==> src/arsc_pkg.sv <==
// Package for the converter reference and ground selection control block.
// Assumes an 8-bit special function register bus with a 4-bit page and 8-bit address.
package arsc_pkg;

  // Register pages and addresses.
  localparam logic [3:0] PAGE_CFG = 4'h0;
  localparam logic [3:0] PAGE_FACTORY = 4'hF;
  localparam logic [7:0] ADDR_TEMP_OFFSET_LOW = 8'h85;
  localparam logic [7:0] ADDR_TEMP_OFFSET_HIGH = 8'h86;
  localparam logic [7:0] ADDR_REFERENCE_CONTROL = 8'hD1;

  // Reference control field positions.
  localparam int unsigned BIT_GND_SEL = 5;
  localparam int unsigned BIT_SEL_HI = 4;
  localparam int unsigned BIT_SEL_LO = 3;
  localparam int unsigned BIT_TEMP_EN = 2;
  localparam int unsigned BIT_PREC_OE = 0;
  localparam logic [7:0] REF_CTRL_WMASK = 8'h3D;
  localparam logic [7:0] REF_CTRL_RESET = 8'h18;

  // Offset value layout.
  localparam int unsigned OFFSET_W = 10;
  localparam logic [5:0] OFFSET_LOW_PAD = 6'h00;

  // Reference source encodings.
  typedef enum logic [1:0] {
    ARSC_REF_EXT_PIN = 2'h0,
    ARSC_REF_MAIN_SUPPLY = 2'h1,
    ARSC_REF_DIG_SUPPLY = 2'h2,
    ARSC_REF_HIGH_SPEED = 2'h3
  } arsc_ref_e;

  // Register bus request.
  typedef struct packed {
    logic [3:0] page;
    logic [7:0] addr;
    logic wr;
    logic rd;
    logic [7:0] wdata;
  } arsc_bus_s;

  // Analog steering outputs.
  typedef struct packed {
    logic [1:0] ref_route;
    logic hs_ref_power;
    logic prec_ref_enable;
    logic temp_sensor_enable;
    logic use_analog_ground_pin;
  } arsc_analog_s;

endpackage

==> src/arsc_offset_store.sv <==
// Holder for the factory temperature offset value.
// Assumes trim_value is a stable fuse output, loaded once at reset release.
`timescale 1ns/1ns
module arsc_offset_store #(
  parameter int unsigned WIDTH = 10
) (
  // Clock and reset.
  input wire logic clk,
  input wire logic reset,
  // Fuse side and stored value.
  input wire logic [WIDTH-1:0] trim_value,
  output logic [WIDTH-1:0] stored_value_ff
);

  logic loaded_ff;

  // Captured after reset release, since a reset may only load a constant.
  always_ff @(posedge clk) begin
    if (reset) begin
      loaded_ff <= 1'b0;
    end else begin
      loaded_ff <= 1'b1;
    end
  end

  // Value differs per part; it is taken from the trim and never written by software.
  always_ff @(posedge clk) begin
    if (reset) begin
      stored_value_ff <= '0;
    end else if (!loaded_ff) begin
      stored_value_ff <= trim_value;
    end
  end

endmodule // arsc_offset_store

==> src/arsc_reference_control.sv <==
// Overview of operation
// - Page 0xF address 0x86 reads offset bits 9:2, read only.
// - Page 0xF address 0x85 reads offset bits 1:0 in 7:6, zeros below.
// - Offset content is a per-part production trim, not a fixed constant.
// - Control bit 5 picks analog ground pin when 1, ground pin when 0.
// - Bits 4:3 route reference: external pin, supply, digital supply, high-speed.
// - High-speed reference powered only while converter needs it when selected.
// - Bit 0 enables precision reference and connects it to the reference pin.
// - Bit 2 enables the temperature sensor; clear leaves it high impedance.
// - Sampling the temperature sensor forces chip ground during sampling.
// - High-speed reference selected forces chip ground during conversion.
// - Otherwise enabled analog ground pin serves tracking and conversion.
// - Control bits 7:6 and 1 read zero and ignore writes.
//
// Top of the reference control block; assumes single-cycle register bus strobes
// and converter phase levels synchronous to clk.
`timescale 1ns/1ns
module arsc_reference_control
  import arsc_pkg::*;
#(
  parameter int unsigned OFFSET_WIDTH = OFFSET_W
) (
  // Clock and reset.
  input wire logic clk,
  input wire logic reset,
  // Register bus.
  input wire arsc_pkg::arsc_bus_s bus_req,
  output logic [7:0] bus_rdata_ff,
  // Converter status.
  input wire logic conv_active,
  input wire logic track_phase,
  input wire logic conv_phase,
  input wire logic temp_sensor_sampled,
  // Factory trim.
  input wire logic [OFFSET_WIDTH-1:0] trim_value,
  // Analog steering.
  output arsc_pkg::arsc_analog_s analog_ff
);

  logic [7:0] reference_control_ff;
  logic [OFFSET_WIDTH-1:0] temp_offset_value;
  logic sel_cfg;
  logic sel_factory;
  logic [7:0] nxt_rdata;
  arsc_analog_s nxt_analog;
  arsc_ref_e reference_select;

  arsc_offset_store #(
    .WIDTH(OFFSET_WIDTH)
  ) u_offset (
    .clk(clk),
    .reset(reset),
    .trim_value(trim_value),
    .stored_value_ff(temp_offset_value)
  );

  // Page qualifies every access, so same addresses on other pages stay free.
  assign sel_cfg = (bus_req.page == PAGE_CFG);
  assign sel_factory = (bus_req.page == PAGE_FACTORY);
  assign reference_select = arsc_ref_e'(reference_control_ff[BIT_SEL_HI:BIT_SEL_LO]);

  // Control register writes; unused bits are masked so they stay zero.
  always_ff @(posedge clk) begin
    if (reset) begin
      reference_control_ff <= REF_CTRL_RESET;
    end else if (bus_req.wr && sel_cfg && bus_req.addr == ADDR_REFERENCE_CONTROL) begin
      reference_control_ff <= bus_req.wdata & REF_CTRL_WMASK;
    end
  end

  // Read decode; offset registers have no write path at all.
  always_comb begin
    nxt_rdata = 8'h00;
    if (sel_factory && bus_req.addr == ADDR_TEMP_OFFSET_HIGH) begin
      nxt_rdata = temp_offset_value[OFFSET_WIDTH-1:OFFSET_WIDTH-8];
    end else if (sel_factory && bus_req.addr == ADDR_TEMP_OFFSET_LOW) begin
      nxt_rdata = {temp_offset_value[1:0], OFFSET_LOW_PAD};
    end else if (sel_cfg && bus_req.addr == ADDR_REFERENCE_CONTROL) begin
      nxt_rdata = reference_control_ff & REF_CTRL_WMASK;
    end
  end

  // Read data is registered; it is valid the cycle after the read strobe.
  always_ff @(posedge clk) begin
    if (reset) begin
      bus_rdata_ff <= 8'h00;
    end else if (bus_req.rd) begin
      bus_rdata_ff <= nxt_rdata;
    end
  end

  // Analog steering; ground overrides win over the ground select bit.
  always_comb begin
    nxt_analog.ref_route = reference_select;
    nxt_analog.hs_ref_power = (reference_select == ARSC_REF_HIGH_SPEED) && conv_active;
    nxt_analog.prec_ref_enable = reference_control_ff[BIT_PREC_OE];
    nxt_analog.temp_sensor_enable = reference_control_ff[BIT_TEMP_EN];
    nxt_analog.use_analog_ground_pin = reference_control_ff[BIT_GND_SEL];
    if (track_phase && temp_sensor_sampled) begin
      nxt_analog.use_analog_ground_pin = 1'b0;
    end else if (conv_phase && reference_select == ARSC_REF_HIGH_SPEED) begin
      nxt_analog.use_analog_ground_pin = 1'b0;
    end else if (track_phase || conv_phase) begin
      nxt_analog.use_analog_ground_pin = reference_control_ff[BIT_GND_SEL];
    end
  end

  // Outputs are registered, so they lag the phase inputs by one cycle.
  always_ff @(posedge clk) begin
    if (reset) begin
      analog_ff <= '0;
    end else begin
      analog_ff <= nxt_analog;
    end
  end

  // Assertions.
  property p_ctrl_unused_zero;
    @(posedge clk) disable iff (reset)
    (reference_control_ff & ~REF_CTRL_WMASK) == 8'h00;
  endproperty
  a_ctrl_unused_zero: assert property (p_ctrl_unused_zero) else $error("Unused control bits set.");

  property p_read_high;
    @(posedge clk) disable iff (reset)
    bus_req.rd && sel_factory && bus_req.addr == ADDR_TEMP_OFFSET_HIGH
      |=> bus_rdata_ff == $past(temp_offset_value[OFFSET_WIDTH-1:OFFSET_WIDTH-8]);
  endproperty
  a_read_high: assert property (p_read_high) else $error("Offset high read wrong.");

  property p_read_low;
    @(posedge clk) disable iff (reset)
    bus_req.rd && sel_factory && bus_req.addr == ADDR_TEMP_OFFSET_LOW
      |=> bus_rdata_ff == {$past(temp_offset_value[1:0]), OFFSET_LOW_PAD};
  endproperty
  a_read_low: assert property (p_read_low) else $error("Offset low read wrong.");

  property p_wrong_page;
    @(posedge clk) disable iff (reset)
    bus_req.rd && !sel_cfg && !sel_factory |=> bus_rdata_ff == 8'h00;
  endproperty
  a_wrong_page: assert property (p_wrong_page) else $error("Other page answered.");

  // Starts only out of reset, since the steering register resets to zero while the control register does not.
  property p_route;
    @(posedge clk) disable iff (reset)
    !reset |=> analog_ff.ref_route == $past(reference_control_ff[BIT_SEL_HI:BIT_SEL_LO]);
  endproperty
  a_route: assert property (p_route) else $error("Reference route wrong.");

  property p_hs_power;
    @(posedge clk) disable iff (reset)
    reference_select != ARSC_REF_HIGH_SPEED || !conv_active |=> !analog_ff.hs_ref_power;
  endproperty
  a_hs_power: assert property (p_hs_power) else $error("High-speed reference powered idle.");

  property p_prec;
    @(posedge clk) disable iff (reset)
    1'b1 |=> analog_ff.prec_ref_enable == $past(reference_control_ff[BIT_PREC_OE]);
  endproperty
  a_prec: assert property (p_prec) else $error("Precision enable wrong.");

  property p_temp_en;
    @(posedge clk) disable iff (reset)
    1'b1 |=> analog_ff.temp_sensor_enable == $past(reference_control_ff[BIT_TEMP_EN]);
  endproperty
  a_temp_en: assert property (p_temp_en) else $error("Sensor enable wrong.");

  property p_temp_ground;
    @(posedge clk) disable iff (reset)
    track_phase && temp_sensor_sampled |=> !analog_ff.use_analog_ground_pin;
  endproperty
  a_temp_ground: assert property (p_temp_ground) else $error("Sensor sampling not on chip ground.");

  property p_hs_ground;
    @(posedge clk) disable iff (reset)
    conv_phase && reference_select == ARSC_REF_HIGH_SPEED |=> !analog_ff.use_analog_ground_pin;
  endproperty
  a_hs_ground: assert property (p_hs_ground) else $error("Conversion not on chip ground.");

  property p_agnd;
    @(posedge clk) disable iff (reset)
    reference_control_ff[BIT_GND_SEL] && !(track_phase && temp_sensor_sampled)
      && !(conv_phase && reference_select == ARSC_REF_HIGH_SPEED) |=> analog_ff.use_analog_ground_pin;
  endproperty
  a_agnd: assert property (p_agnd) else $error("Analog ground pin not used.");

  c_hs_conv: cover property (@(posedge clk) disable iff (reset) analog_ff.hs_ref_power);
  c_temp_sample: cover property (@(posedge clk) disable iff (reset) track_phase && temp_sensor_sampled);
  c_ctrl_write: cover property (@(posedge clk) disable iff (reset)
    bus_req.wr && sel_cfg && bus_req.addr == ADDR_REFERENCE_CONTROL);

endmodule // arsc_reference_control

==> config.mk <==
export PLATFORM = sky130hd
export DESIGN_NAME = arsc_reference_control
export DESIGN_NICKNAME = d
export VERILOG_FILES = /design/src/arsc_pkg.sv /design/src/arsc_offset_store.sv /design/src/arsc_reference_control.sv
export SDC_FILE = /design/constraint.sdc
export NUM_CORES = 1
export LEC_CHECK = 0
export BUFFER_PORTS_ARGS = -buffer_cell sky130_fd_sc_hd__buf_2
export CAP_MARGIN = 10
export CORE_MARGIN = 2
export CORE_UTILIZATION = 49
export CTS_CLUSTER_DIAMETER = 80
export CTS_CLUSTER_SIZE = 16
export DETAILED_ROUTE_END_ITERATION = 10
export GPL_ROUTABILITY_DRIVEN = 1
export PLACE_DENSITY = 0.83
export SLEW_MARGIN = 20
export SYNTH_ARGS = -nofsm -noshare
export SYNTH_HDL_FRONTEND = slang
export SYNTH_HIERARCHICAL = 1
export SYNTH_SLANG_ARGS = --single-unit
export TNS_END_PERCENT = 20
==> constraint.sdc <==
create_clock -name clk -period 2.9 [get_ports clk]
set_input_delay 0.87 -clock clk [delete_from_list [all_inputs] [get_ports clk]]
set_output_delay 0.87 -clock clk [all_outputs]
set_load 0.02 [all_outputs]
==> run_results.csv <==
group,metric,value,unit
timing,skew,0.00478,ns
yosys,postSynthNetCount,158,
outcome,status,"finished clean",
yosys,netlist_instances,120,
setup_path,critPathBufInv,1,
routing,wire_per_inst,12.7,um
pwr,pwr-share-clk,29.4,%
global_routing,grt_pass1_vias,1018,
pwr,switching_share,24.2,%
yosys,yosysUniqueCellTypes,26,
setup_path,end_kind,"register",
yosys,ys_seq_area_share,51.3,%
cells_and_area,nFillCells,203,
routing,drcViolationCount,0,
timing,final.setup.tns,0,ns
clock_network,numClockSinks,30,
clock_network,cts_resized,0,
yosys,synth-seq-cells,30,
pwr,powerDensity,506,mW/mm^2
yosys,ys_warn_count,6,
clock_network,clockRootBuffer,"clkbuf_4",
setup_path,reg2reg_from,"u_offset/loaded_ff",
yosys,syn-cell-area,0.00117,mm^2
cells_and_area,area_growth,24.4,%
routing,routed_via_density,5.33,
floorplan,dieArea,0.00279,mm^2
clock_network,htree_levels,2,
cells_and_area,nets,207,
pwr,p_int,0.000558,W
routing,vias,1050,
setup_path,crit_chain,"buf_2 > or3b_4 > and4b_1 > nand2_1 > a211o_1",
floorplan,start_util,52.4,%
setup_path,critical_path.max_fanout,11,
placed_design,numPortBuffers,48,
floorplan,io_pins,52,
yosys,syn_area_per_cell,9.75,um^2
cells_and_area,layout-drive-gt1-share,32.5,%
global_routing,grt_max_degree,30,
timing,hold_viol,0,
timing,drv_slew,0,
setup_path,max_stage_delay,0.51,ns
min_path,hp-class,"reg -> reg",
clock_network,cts_setup_buffers,0,
setup_path,critPathTopFamily,"simple AND/OR/NAND/NOR gates",
timing,relSlewSlack,61.4,%
timing,period_minus_slack,2.11,ns
timing,rsz0062_at_grt,"false",
global_routing,grtUsageTotal,19.9,%
setup_path,critPathLaunchType,"primary input",
pwr,power_frac_seq,59.5,%
setup_path,cp.arrival,2.33,ns
floorplan,core_region_area,0.00223,mm^2
routing,dr.pass1.iters,4,
clock_network,clk_pin_slew,0.08,ns
cells_and_area,final_core_util,65.2,%
placed_design,gp_congestion,0.826,
clock_network,clock_path_buffers,2,
routing,routed_wl,2500,um
floorplan,fp.dieW,52.9,um
min_path,min_from,"u_offset/stored_value_ff[8]",
clock_network,hold_buffers,0,
cells_and_area,diodes,0,
global_routing,antenna_found_initial,0,
clock_network,cts_inserted_buffers,5,
timing,fmax,474,MHz
flow_run,drv_cap,0,
setup_path,path_class,"in -> reg",
setup_path,worstSetupStartpoint,"bus_req[13]",
pwr,p_leak,0.681,nW
global_routing,overflow,0,
setup_path,required,3.12,ns
timing,setup_viol,0,
floorplan,rows,17,
clock_network,insertion_delay,0.32,ns
routing,dr.first_iter.drc_count,22,
timing,worstMarginPinSlew,0.578,ns
pwr,p_sw,0.000178,W
floorplan,dieHeight,52.9,um
setup_path,crit_slowest_cell,"and4b_1",
routing,ant_nets,0,
pwr,vdd.ir_drop.worst,440,uV
timing,fin_crit_sh,72.8,%
global_routing,grt_pass1_wl,3950,um
clock_network,cts_tree,"yes",
pwr,pwr-share-comb,11.1,%
==> sequential cells by signal (all words and copies together) (netlist names) <==
| name | cells |
|---|---|
| reference_control_ff | 5 |
| u_offset/stored_value_ff | 10 |
| u_offset/loaded_ff | 1 |
| analog_ff | 6 |
| bus_rdata_ff | 8 |
==> placed cells by master (no fill, tap or decap) <==
cell and count:
nor2_1 17, nor4_4 1, a211o_1 2, mux2i_1 10
nand2_1 9, or3b_4 1, a31oi_1 3, clkbuf_1 2
nor2b_1 5, and3b_1 1, nor4_1 2, a221oi_1 5
nor3_1 5, nand2b_1 2, a211oi_1 2, clkbuf_4 5
inv_1 2, nand3_1 4, a21oi_1 4, nand4b_1 2
and4b_1 2, buf_2 48, dfxtp_1 30, and3_1 3
nand3b_1 2
==> final timing paths <==
check | to | slack (ns) | cells past startpoint
max | reference_control_ff[3] | 0.79 | 5
min reg2reg | bus_rdata_ff[6] | 0.46 | 2
max reg2reg | u_offset/stored_value_ff[2] | 1.76 | 2
min | bus_rdata_ff[6] | 0.46 | 2
==> layout make-up <==
class                           instances  area [um^2]  share of cell area (%)
Sequential cell                        30          601                    41.3
Multi-Input combinational cell         82          527                    36.2
Timing Repair Buffer                   48          240                    16.5
Clock buffer                            7         45.0                    3.10
Tap cell                               28         35.0                    2.41
Inverter                                2         7.51                   0.516
==> metal layers <==
layer  vias to the layer above  share of wire (%)  global-route usage, %
li1                        529                  -                      -
met1                       480                 38                   19.6
met2                        32                 52                   36.3
met3                         9                6.7                   6.78
met4                         0                2.4                   10.7
met5                         -                  0                      0
==> cells by family after synthesis <==
group / share of synthesized area [%]
muxes: 8.56
DFF: 51.3
buffers and inverters: 3.64
and+or+nand+nor: 26.6
AOI/OAI and AO/OA: 9.84
==> metrics by stage <==
step | area (um^2) | total power, W | worst slack (ns) | hold WS (ns) | std cells
final | 1460 | 0.000736 | 0.789 | 0.464 | 197
after global routing | 1460 | 0.000766 | 0.747 | 0.495 | 197
after CTS | 1460 | 0.000744 | 0.822 | 0.468 | 197
after detailed placement | 1410 | 0.000530 | 0.474 | 0.456 | 190
after global placement | 1410 | 0.000526 | 0.514 | 0.450 | 190
after floorplan | 1170 | 0.000492 | 0.763 | 0.440 | 120
==> cells in the mapped netlist, drive strengths merged <==
library cell   n  area, um^2
a211o          2        17.5
a31oi          3        18.8
nor2          17        63.8
nand3b         2        15.0
dfxtp         30         601
nand3          4        20.0
nor3           5        25.0
a211oi         2        15.0
and3           3        18.8
clkbuf         3        11.3
mux2i         10         100
nand2          9        33.8
nor4           3        33.8
inv            2        7.51
or3b           1        11.3
a221oi         5        43.8
and3b          1        8.76
buf            3        23.8
and4b          2        20.0
nor2b          5        31.3
nand4b         2        17.5
a21oi          4        20.0
nand2b         2        12.5
==> tightest hold or removal path: stages (launching register included) <==
cell	delay, ns
dfxtp_1	0.32
nand2_1	0.05
a211oi_1	0.06
==> power by group through the flow <==
stage | Combinational [W] | Clock, W | Sequential, W
6_report | 0.0000816 | 0.000216 | 0.000438
5_1_grt | 0.0000910 | 0.000235 | 0.000440
4_1_cts | 0.0000823 | 0.000223 | 0.000438
3_5_place_dp | 0.0000819 | 0 | 0.000448
3_3_place_gp | 0.0000789 | 0 | 0.000447
2_1_floorplan | 0.0000403 | 0 | 0.000452
No activity file was read; power rests on OpenSTA's default activity.
